$ cat src/rtl/ecmbx_pkg.sv
// Package of constants and types for the echo canceller host mailbox port
package ecmbx_pkg;
    // ==========================================================
    // Mailbox geometry
    localparam int MBX_BYTES = 3;
    localparam logic [7:0] IDX_LOW  = 8'h00;
    localparam logic [1:0] BYTE_CNT_LAST = 2'h2;
    // ==========================================================
    // Configuration patterns seen in the incoming mailbox (byte2,byte1,byte0)
    localparam logic [23:0] CFG_START_PAT = 24'h00a0aa;
    localparam logic [23:0] CONV_START_PAT = 24'h01aaaa;
    localparam logic [15:0] DELAY_LIMIT   = 16'h0bb8;
    // ==========================================================
    // Local RAM access geometry
    localparam int RAM_DATA_W = 16;
    localparam int RAM_HI_W   = 4;
    // ==========================================================
    // Mailbox engine states
    typedef enum logic [2:0] {
        ECMBX_IDLE   = 3'b000,
        ECMBX_RAM    = 3'b001,
        ECMBX_OFFER  = 3'b010,
        ECMBX_XFER   = 3'b011,
        ECMBX_ACK    = 3'b100
    } ecmbx_state_t;

    // Host handshake inputs grouped together
    typedef struct packed {
        logic host_select_n;
        logic register_select;
        logic system_strobe_n;
        logic system_direction;
    } ecmbx_host_t;

    // Local RAM request from the core
    typedef struct packed {
        logic        read_req;
        logic        write_req;
        logic [11:0] addr;
        logic [15:0] wdata;
    } ecmbx_ram_req_t;

    // Configuration state decoded from mailbox traffic
    typedef struct packed {
        logic        configuring;
        logic        delay_valid;
        logic [15:0] round_trip;
        logic        far_enable;
        logic        near_adapt;
    } ecmbx_cfg_t;
endpackage

$ cat src/rtl/ecmbx_port.sv
// Host mailbox port, local RAM bus and half-rate clock of the echo canceller
`timescale 1ns/1ns
// What this block does
// - Output clock at half input rate
// - Host data over 8-bit two-way bus
// - Byte bus carries RAM address, host excluded
// - RAM data on 16-bit bus with strobes
// - RAM address bits 8-11 on own pins
// - Acknowledge output marks recognised host access
// - Bus-available output tells host bus free
// - Attention request invites host to mailbox
// - Device starts every exchange itself
// - Outgoing data sits in three-byte register
// - Host writes land in three-byte register
// - Host may deselect during exchange
// - Handshake alone, asynchronous to host
// - Host reads low then high, writes
// - After reset wait for start pattern
// - Next exchange: delay and far-end enable
// - Convergence pattern enables near-end adaptation
module ecmbx_port
    import ecmbx_pkg::*;
#(
    parameter int RAM_W = ecmbx_pkg::RAM_DATA_W
) (
    input  wire logic                      sys_clk,
    input  wire logic                      rst,
    output logic                           half_rate_clock_output,
    input  wire ecmbx_pkg::ecmbx_host_t    host_in,
    input  wire logic [7:0]                sys_bus_in,
    output logic [7:0]                     sys_bus_out,
    output logic                           sys_bus_oe,
    output logic                           transfer_ack_out_n,
    output logic                           bus_available,
    output logic                           attention_req_n,
    input  wire ecmbx_pkg::ecmbx_ram_req_t ram_req,
    output logic                           ram_busy,
    output logic [RAM_W-1:0]               ram_rdata,
    output logic                           ram_rvalid,
    input  wire logic [RAM_W-1:0]          local_data_in,
    output logic [RAM_W-1:0]               local_data_out,
    output logic                           local_data_oe,
    output logic [3:0]                     local_addr_hi,
    output logic                           local_read_n,
    output logic                           local_write_n,
    input  wire logic                      send_valid,
    input  wire logic [23:0]               send_word,
    output logic                           send_ready,
    output logic [23:0]                    recv_word,
    output logic                           recv_valid,
    output ecmbx_pkg::ecmbx_cfg_t          cfg
);
    import ecmbx_pkg::*;

    // ==========================================================
    // Registers
    ecmbx_state_t state_reg, state_next;
    logic         half_clk_reg;
    logic [23:0]  out_mbx_reg;
    logic [23:0]  in_mbx_reg;
    logic [1:0]   rd_cnt_reg, wr_cnt_reg;
    logic         strobe_d_reg;
    logic         ram_write_reg;
    logic [7:0]   bus_out_reg;
    logic [15:0]  rdata_reg;
    logic         rvalid_reg;
    logic         recv_valid_reg;
    ecmbx_cfg_t   cfg_reg;
    logic         ack_reg;

    // ==========================================================
    // Host access decode; strobe is edge-detected so host timing does not matter
    wire host_sel     = ~host_in.host_select_n & host_in.register_select;
    wire strobe_on    = ~host_in.system_strobe_n;
    wire strobe_rise  = strobe_on & ~strobe_d_reg;
    wire in_xfer      = (state_reg == ECMBX_XFER);
    wire host_access  = in_xfer & host_sel & strobe_rise;
    wire host_read    = host_access & host_in.system_direction;
    wire host_write   = host_access & ~host_in.system_direction;
    wire xfer_done    = (rd_cnt_reg == BYTE_CNT_LAST) & host_write
                        & (wr_cnt_reg == BYTE_CNT_LAST);
    wire ram_start    = (state_reg == ECMBX_IDLE) & (ram_req.read_req | ram_req.write_req);
    wire [23:0] in_mbx_new = {sys_bus_in, in_mbx_reg[15:0]};

    // ==========================================================
    // Engine: RAM cycles own the bus, exchanges start only from the core
    // A host that never finishes stalls the engine; there is no timeout here
    always_comb begin
        state_next = state_reg;
        case (state_reg)
            ECMBX_IDLE: begin
                if (ram_start)
                    state_next = ECMBX_RAM;
                else if (send_valid)
                    state_next = ECMBX_OFFER;
            end
            ECMBX_RAM:   state_next = ECMBX_IDLE;
            ECMBX_OFFER: state_next = ECMBX_XFER;
            ECMBX_XFER: begin
                if (xfer_done)
                    state_next = ECMBX_ACK;
            end
            ECMBX_ACK:   state_next = ECMBX_IDLE;
            default:     state_next = ECMBX_IDLE;
        endcase
    end

    // State, strobe history and half-rate divider
    always_ff @(posedge sys_clk or posedge rst) begin
        if (rst) begin
            state_reg    <= ECMBX_IDLE;
            strobe_d_reg <= 1'b0;
            half_clk_reg <= 1'b0;
        end else begin
            state_reg    <= state_next;
            strobe_d_reg <= strobe_on;
            half_clk_reg <= ~half_clk_reg;
        end
    end

    // ==========================================================
    // Outgoing shift register: low byte leaves first
    // Third and later reads get no new byte; the count stops at the last index
    always_ff @(posedge sys_clk or posedge rst) begin
        if (rst) begin
            out_mbx_reg <= 24'h000000;
            rd_cnt_reg  <= 2'h0;
            bus_out_reg <= 8'h00;
        end else if (state_reg == ECMBX_IDLE && !ram_start && send_valid) begin
            out_mbx_reg <= send_word;
            rd_cnt_reg  <= 2'h0;
        end else if (host_read && rd_cnt_reg != BYTE_CNT_LAST) begin
            bus_out_reg <= out_mbx_reg[7:0];
            out_mbx_reg <= {8'h00, out_mbx_reg[23:8]};
            rd_cnt_reg  <= rd_cnt_reg + 2'h1;
        end else if (ram_start) begin
            bus_out_reg <= ram_req.addr[7:0];
        end
    end

    // ==========================================================
    // Incoming register: bytes fill low to high, word posted on the third
    always_ff @(posedge sys_clk or posedge rst) begin
        if (rst) begin
            in_mbx_reg     <= 24'h000000;
            wr_cnt_reg     <= 2'h0;
            recv_valid_reg <= 1'b0;
        end else begin
            recv_valid_reg <= xfer_done;
            if (state_reg == ECMBX_OFFER)
                wr_cnt_reg <= 2'h0;
            else if (host_write) begin
                case (wr_cnt_reg)
                    2'h0:    in_mbx_reg[7:0]   <= sys_bus_in;
                    2'h1:    in_mbx_reg[15:8]  <= sys_bus_in;
                    default: in_mbx_reg[23:16] <= sys_bus_in;
                endcase
                if (wr_cnt_reg != BYTE_CNT_LAST)
                    wr_cnt_reg <= wr_cnt_reg + 2'h1;
            end
        end
    end

    // ==========================================================
    // Configuration sequence decoded from completed incoming words
    always_ff @(posedge sys_clk or posedge rst) begin
        if (rst) begin
            cfg_reg <= '0;
        end else if (xfer_done) begin
            if (in_mbx_new == CFG_START_PAT) begin
                cfg_reg.configuring <= 1'b1;
                cfg_reg.delay_valid <= 1'b0;
            end else if (cfg_reg.configuring && !cfg_reg.delay_valid) begin
                cfg_reg.round_trip  <= in_mbx_new[15:0];
                cfg_reg.far_enable  <= in_mbx_new[16];
                cfg_reg.delay_valid <= (in_mbx_new[15:0] < DELAY_LIMIT);
            end else if (cfg_reg.delay_valid && in_mbx_new == CONV_START_PAT) begin
                cfg_reg.near_adapt <= 1'b1;
            end
        end
    end

    // ==========================================================
    // Local RAM strobes, one cycle each; data captured on read
    always_ff @(posedge sys_clk or posedge rst) begin
        if (rst) begin
            ram_write_reg <= 1'b0;
            rdata_reg     <= 16'h0000;
            rvalid_reg    <= 1'b0;
            ack_reg       <= 1'b0;
        end else begin
            ram_write_reg <= ram_start & ram_req.write_req;
            rvalid_reg    <= (state_reg == ECMBX_RAM) & ~ram_write_reg;
            ack_reg       <= host_access;
            if (state_reg == ECMBX_RAM && !ram_write_reg)
                rdata_reg <= local_data_in;
        end
    end

    logic [15:0] wdata_reg;
    logic [3:0]  addr_hi_reg;
    // RAM address and write data held for the strobe cycle
    always_ff @(posedge sys_clk or posedge rst) begin
        if (rst) begin
            wdata_reg   <= 16'h0000;
            addr_hi_reg <= 4'h0;
        end else if (ram_start) begin
            wdata_reg   <= ram_req.wdata;
            addr_hi_reg <= ram_req.addr[11:8];
        end
    end

    // ==========================================================
    // Pin drive; host owns the byte bus only during an exchange
    wire ram_cyc = (state_reg == ECMBX_RAM);
    assign half_rate_clock_output = half_clk_reg;
    assign sys_bus_out        = bus_out_reg;
    assign sys_bus_oe         = ram_cyc | (in_xfer & host_sel & strobe_on
                                & host_in.system_direction);
    assign bus_available      = in_xfer;
    assign attention_req_n    = ~in_xfer;
    assign transfer_ack_out_n = ~ack_reg;
    assign local_addr_hi      = addr_hi_reg;
    assign local_data_out     = wdata_reg;
    assign local_data_oe      = ram_cyc & ram_write_reg;
    assign local_read_n       = ~(ram_cyc & ~ram_write_reg);
    assign local_write_n      = ~(ram_cyc & ram_write_reg);
    assign ram_busy           = (state_reg != ECMBX_IDLE);
    assign ram_rdata          = rdata_reg;
    assign ram_rvalid         = rvalid_reg;
    assign send_ready         = (state_reg == ECMBX_IDLE) & ~ram_start;
    assign recv_word          = in_mbx_reg;
    assign recv_valid         = recv_valid_reg;
    assign cfg                = cfg_reg;

    // ==========================================================
    // Checks
    chk_half_clock_toggle: assert property (@(posedge sys_clk) disable iff (rst)
        !$past(rst) |-> half_rate_clock_output != $past(half_rate_clock_output))
        else $error("half rate clock did not toggle");
    chk_ram_excl_bus: assert property (@(posedge sys_clk) disable iff (rst)
        ram_cyc |-> !bus_available && sys_bus_oe)
        else $error("host saw bus during ram cycle");
    chk_ram_strobe_one: assert property (@(posedge sys_clk) disable iff (rst)
        !(local_read_n == 1'b0 && local_write_n == 1'b0))
        else $error("both ram strobes active");
    chk_ack_follows: assert property (@(posedge sys_clk) disable iff (rst)
        host_access |=> !transfer_ack_out_n)
        else $error("no acknowledge after access");
    chk_no_unsolicited: assert property (@(posedge sys_clk) disable iff (rst)
        !in_xfer |-> attention_req_n && !bus_available)
        else $error("bus offered without exchange");
    chk_offer_request: assert property (@(posedge sys_clk) disable iff (rst)
        state_reg == ECMBX_OFFER |=> !attention_req_n)
        else $error("request not raised after offer");
    chk_release_done: assert property (@(posedge sys_clk) disable iff (rst)
        xfer_done |=> attention_req_n ##1 attention_req_n)
        else $error("request held after exchange");
    chk_write_oe_off: assert property (@(posedge sys_clk) disable iff (rst)
        in_xfer && !host_in.system_direction |-> !sys_bus_oe)
        else $error("device drove bus on host write");
    chk_recv_post: assert property (@(posedge sys_clk) disable iff (rst)
        xfer_done |=> recv_valid && recv_word[23:16] == $past(sys_bus_in))
        else $error("incoming word not posted");
    chk_start_first: assert property (@(posedge sys_clk) disable iff (rst)
        !cfg.configuring |-> !cfg.near_adapt && !cfg.delay_valid)
        else $error("config accepted before start");

    // ==========================================================
    // Pin-level checks; these catch a broken capture even where the engine looks sane
    chk_ack_only_access: assert property (@(posedge sys_clk) disable iff (rst)
        !transfer_ack_out_n |-> $past(host_access))
        else $error("acknowledge without accepted access");
    chk_ram_addr_out: assert property (@(posedge sys_clk) disable iff (rst)
        ram_cyc |-> {local_addr_hi, sys_bus_out} == $past(ram_req.addr))
        else $error("ram address not on its pins");
    chk_read_strobe_pulse: assert property (@(posedge sys_clk) disable iff (rst)
        !local_read_n |=> local_read_n)
        else $error("ram read strobe longer than one cycle");
    chk_deselect_no_ack: assert property (@(posedge sys_clk) disable iff (rst)
        in_xfer && host_in.host_select_n |=> transfer_ack_out_n)
        else $error("acknowledge while host deselected");
    chk_done_bus_free: assert property (@(posedge sys_clk) disable iff (rst)
        xfer_done |=> !bus_available && !sys_bus_oe)
        else $error("bus still offered after exchange");
    chk_offer_after_send: assert property (@(posedge sys_clk) disable iff (rst)
        send_valid && send_ready |-> ##2 !attention_req_n)
        else $error("exchange not opened after core offer");

    cov_exchange: cover property (@(posedge sys_clk) disable iff (rst) xfer_done);
    cov_ram_read: cover property (@(posedge sys_clk) disable iff (rst) rvalid_reg);
    cov_adapt: cover property (@(posedge sys_clk) disable iff (rst) $rose(cfg.near_adapt));
    cov_deselect: cover property (@(posedge sys_clk) disable iff (rst)
        in_xfer && host_in.host_select_n);
    // Write strobe seen at least once
    cov_ram_write: cover property (@(posedge sys_clk) disable iff (rst) !local_write_n);
endmodule // ecmbx_port

$ cat config.mk
export PLATFORM = sky130hd
export DESIGN_NAME = ecmbx_port
export DESIGN_NICKNAME = d
export VERILOG_FILES = /design/src/rtl/ecmbx_pkg.sv /design/src/rtl/ecmbx_port.sv
export SDC_FILE = /design/constraint.sdc
export NUM_CORES = 1
export LEC_CHECK = 0
export BUFFER_PORTS_ARGS = -buffer_cell sky130_fd_sc_hd__buf_2
export CAP_MARGIN = 20
export CORE_ASPECT_RATIO = 1.4
export CORE_MARGIN = 5
export CORE_UTILIZATION = 40
export CTS_CLUSTER_DIAMETER = 80
export DETAILED_ROUTE_END_ITERATION = 8
export GPL_ROUTABILITY_DRIVEN = 0
export GPL_TIMING_DRIVEN = 0
export HOLD_SLACK_MARGIN = 0.05
export PLACE_DENSITY = 0.69
export SLEW_MARGIN = 10
export SYNTH_ARGS = -nofsm -noshare
export SYNTH_HDL_FRONTEND = slang
export SYNTH_SLANG_ARGS = --single-unit
$ cat constraint.sdc
create_clock -name sys_clk -period 6.62 [get_ports sys_clk]
set_input_delay 1.324 -clock sys_clk [delete_from_list [all_inputs] [get_ports sys_clk]]
set_output_delay 1.324 -clock sys_clk [all_outputs]
set_load 0.02 [all_outputs]
==> results.txt <==
----------------------------------------------------
[Drt]
  Number of iterations in the first detailed-routing pass ... 4
  Average routed wire per standard cell ... between 15 and 20 um
  Antenna Violating Nets Remaining ... 0
  Routed wire length ... about 13000 um
  Total via count in the routed design ... 3929
  Number of violations reported at the end of detailed-routing iteration 0 ... 189
  Drc violations ... 0
  Average via count per standard cell ... 5.09

[Synth]
  Commonest register cell after synthesis ... sky130_fd_sc_hd__dfrtp_1
  Number of instances in the synthesized netlist ... 402
  Synthesis-stage register bit count ... 125
  Number of enable flip-flop cells after synthesis ... 0
  Largest cells by area after synthesis ... sky130_fd_sc_hd__dfrtp_1 60%, sky130_fd_sc_hd__mux2_2 14%, sky130_fd_sc_hd__nand2_1 3.2%
  Ys Warns ... 0
  Share of flip-flops with an asynchronous set or reset after synthesis ... between 90% and 100%
  Number of different library cells in the post-synthesis netlist ... 47
  Proportion of netlist area held by the largest area contributor ... 59.9%
  Library cell occupying the most area in the post-synthesis netlist ... sky130_fd_sc_hd__dfrtp_1
  Cell Area, Synth ... 0.00522 sq mm
  Per-instance average area after synthesis ... 13.0 sq um
  Post-synth net total ... 491
  Sequential-to-total area share from yosys stat ... 59.9%

[Critical path]
  Setup CP Type ... in2out
  Crit-path max cell delay ... 400 ps
  CP arrival ... 2400 ps
  Critical path's top delay family ... buffers and inverters
  Critical path's slowest cell ... sky130_fd_sc_hd__or3b_1
  Sort of element at the end of the critical path ... output pin
  Maximum net fanout on the critical path ... 9
  Critical Path Most Common Cell ... sky130_fd_sc_hd__buf_2
  Count of buffering cells on the critical path with inverters included ... 4
  Series of cell instances along the critical path ... buf_2, or3b_1, buf_6, inv_1, nand2_1, a21oi_1, buf_2
  CP Launch Type ... input port
  Worst setup path startpoint ... host_in[3]
  Startpoint of the worst register-to-register path ... recv_word[8]$_DFFE_PP0P_
  Data required, critical path ... 5300 ps

[Global routing]
  Number of antenna violations at the first check in global routing ... 0
  GR met2 Demand/Resource ... 31.0%
  Global router's overall resource usage ... 17.3%
  Global route overflow ... 0
  Largest net degree at the start of global routing ... 80
  Vias in the first global route ... 4417
  First-pass GRT wire length ... 21600 um
  Global Route met3 Usage ... 5.56%
  Most Crowded Layer GR ... met2
  Global-route met1 utilization ... approximately a fifth

[STA]
  Slew at the pin closest to its max-slew limit ... 696 ps
  Final Skew ... 9.10 ps
  Max Clk Rate ... ~270 MHz
  Final slew viol count ... 0
  Unrepaired setup endpoints after global routing ... false
  Final Hold Fails ... 0
  Setup violators final ... 0
  Post-route setup TNS ... 0 ps
  Worst Hold Margin ... 440 ps
  Max-slew headroom at the worst pin ... 53.3%
  Post-route fraction of the period consumed by the critical path ... a little under three fifths
  Min cycle time layout ... 3730 ps

[Floorplanning]
  Chip Height ... 145 um
  Core Footprint ... 0.0128 sq mm
  Initial Util ... 40.7%
  Num ports ... 185
  Number of rows created at floorplan ... 49
  Die area ... 0.0155 sq mm
  Horizontal die dimension ... 107 um

[Cells and area]
  Ant. Diodes ... 0
  Area grow syn2layout ... 34.2%
  Layout net count ... 695
  Non-filler instance count after layout ... around 770
  Share of post-route cells with drive strength above 1 ... between 50% and 60%

[Clock tree]
  Clock insertion delay at the later pin of the skew report ... 410 ps
  Number of hold-repair buffers added at the cts stage ... 0
  Total CTS buffers ... 17
  Clk buf depth ... 2
  Reg clk slew, reported paths ... 50 ps
  CTS root buffer ... sky130_fd_sc_hd__clkbuf_16
  Clock net sink count ... ~130
  Post-cts gate resize count ... 0
  TritonCTS clock tree ... yes
  Number of H-tree levels ... 4
  Post-CTS setup repair buffer count ... 0

[Placement]
  HPWL after DPL ... 9790 um
  Buffers on Ports ... 184
  Number of instances in the placed design ... 740

[Worst hold path]
  Worst min-delay path category ... reg2reg
  Startpoint of the worst hold path ... half_rate_clock_output$_DFF_PP0_

[Power]
  Power after layout ... 3.05 mW
  Relative contribution of sequential cells to total power ... 38.5%
  Static power due to leakage ... 3.60 nW
  Combinational share of power ... 29.2%
  Power share of the clock group ... 32.3%
  PD cells ... 435 mW/mm^2
  Cell Int Power ... 2.03 mW
  Switching part of the total ... 33.4%
  Net Sw Power ... 1.02 mW
  Peak ir drop on the vdd network ... 0.221 mV

[Outcome]
  Result of the run ... finished, final reports clean

[Flow run]
  Number of max-cap violations ... 0

----------------------------------------------------
[power groups by stage]
stage / clock network, mW / logic (mW) / registers [mW]
after detailed placement: 0 / 0.901 / 1.19
after CTS: 1.01 / 0.907 / 1.17
final: 0.985 / 0.889 / 1.17
after global placement: 0 / 0.876 / 1.17
after floorplan: 0 / 0.339 / 1.40
after global routing: 1.04 / 0.963 / 1.21
[path summary, 6_finish.rpt]
path,depth (start not counted),end,slack [ps]
worst min-delay path,1,half_rate_clock_output$_DFF_PP0_,440
worst max register to register,5,cfg[15]$_DFFE_PP0P_,4310
worst min register to register,1,half_rate_clock_output$_DFF_PP0_,440
min in group asynchronous,2,local_addr_hi[3]$_DFFE_PP0P_,950
max in group asynchronous,3,recv_word[1]$_DFFE_PP0P_,4970
worst max-delay path,7,sys_bus_oe,2890
[cell families after synthesis]
logic type                 after synthesis  synth area share (%)
adders and majority gates                4                 0.959
xor gates and xnor gates                 1                 0.168
muxes                                   83                  18.2
buffers and inverters                   32                  2.85
AOI/OAI and AO/OA                       42                  5.63
DFF                                    125                  59.9
and+or+nand+nor                        115                  12.3
[layer usage]
layer | share of wire (%) | up-vias
li1 | - | 1846
met1 | 38 | 1906
met2 | 53 | 156
met3 | 6.7 | 21
met4 | 1.9 | 0
met5 | 0 | -
[Yosys cell counts, types with 3 or more instances]
| cell type | number |
|---|---|
| sky130_fd_sc_hd__a21oi_1 | 5 |
| sky130_fd_sc_hd__a22o_1 | 3 |
| sky130_fd_sc_hd__a22oi_1 | 16 |
| sky130_fd_sc_hd__buf_2 | 5 |
| sky130_fd_sc_hd__clkbuf_1 | 9 |
| sky130_fd_sc_hd__dfrtp_1 | 125 |
| sky130_fd_sc_hd__ha_1 | 4 |
| sky130_fd_sc_hd__inv_1 | 14 |
| sky130_fd_sc_hd__mux2_2 | 67 |
| sky130_fd_sc_hd__mux2_4 | 7 |
| sky130_fd_sc_hd__mux2i_1 | 9 |
| sky130_fd_sc_hd__nand2_1 | 45 |
| sky130_fd_sc_hd__nand3_1 | 27 |
| sky130_fd_sc_hd__nand4_1 | 3 |
| sky130_fd_sc_hd__nor2_1 | 6 |
| sky130_fd_sc_hd__nor3_2 | 3 |
| sky130_fd_sc_hd__nor4_1 | 6 |
| sky130_fd_sc_hd__o21ai_0 | 7 |
| sky130_fd_sc_hd__o21ai_1 | 3 |
[per-stage QoR]
stage | cell area (sq um) | worst slack [ps] | util (%)
after floorplan | 5220 | 1970 | -
final | 7010 | 2890 | 54.7
after CTS | 7010 | 2870 | 54.7
after global routing | 7010 | 2760 | 54.7
after detailed placement | 6360 | 2870 | 49.7
after global placement | 6330 | 769 | 49.4
[cells in the final DEF, fill, tap and decap left out, types with 3 or more instances in the layout]
cell type / netlist / routed
sky130_fd_sc_hd__a21oi_1: 5 / 5
sky130_fd_sc_hd__nand3_1: 27 / 27
sky130_fd_sc_hd__a22oi_1: 16 / 16
sky130_fd_sc_hd__dfrtp_1: 125 / 125
sky130_fd_sc_hd__bufinv_16: 0 / 4
sky130_fd_sc_hd__a22o_1: 3 / 3
sky130_fd_sc_hd__nor2_1: 6 / 6
sky130_fd_sc_hd__mux2i_1: 9 / 9
sky130_fd_sc_hd__clkbuf_16: 0 / 17
sky130_fd_sc_hd__clkinv_4: 0 / 4
sky130_fd_sc_hd__inv_1: 14 / 13
sky130_fd_sc_hd__mux2_2: 67 / 67
sky130_fd_sc_hd__nor4_1: 6 / 6
sky130_fd_sc_hd__nand2_1: 45 / 45
sky130_fd_sc_hd__mux2_4: 7 / 7
sky130_fd_sc_hd__o21ai_1: 3 / 3
sky130_fd_sc_hd__nor3_2: 3 / 3
sky130_fd_sc_hd__nand4_1: 3 / 3
sky130_fd_sc_hd__ha_1: 4 / 4
sky130_fd_sc_hd__clkbuf_1: 9 / 9
sky130_fd_sc_hd__o21ai_0: 7 / 7
sky130_fd_sc_hd__buf_2: 5 / 189
[cell type report]
type                    count  area [sq um]
well taps                 153           191
fillers                  1104          5810
plain buffers              18          96.3
multi-input cells         245          1940
repair buffers            185           948
clock buffers              19           453
clock inverters            13           189
flip-flops and latches    125          3130
inverters                  14          57.6
Note: power is estimated with default switching activity, not from simulation.
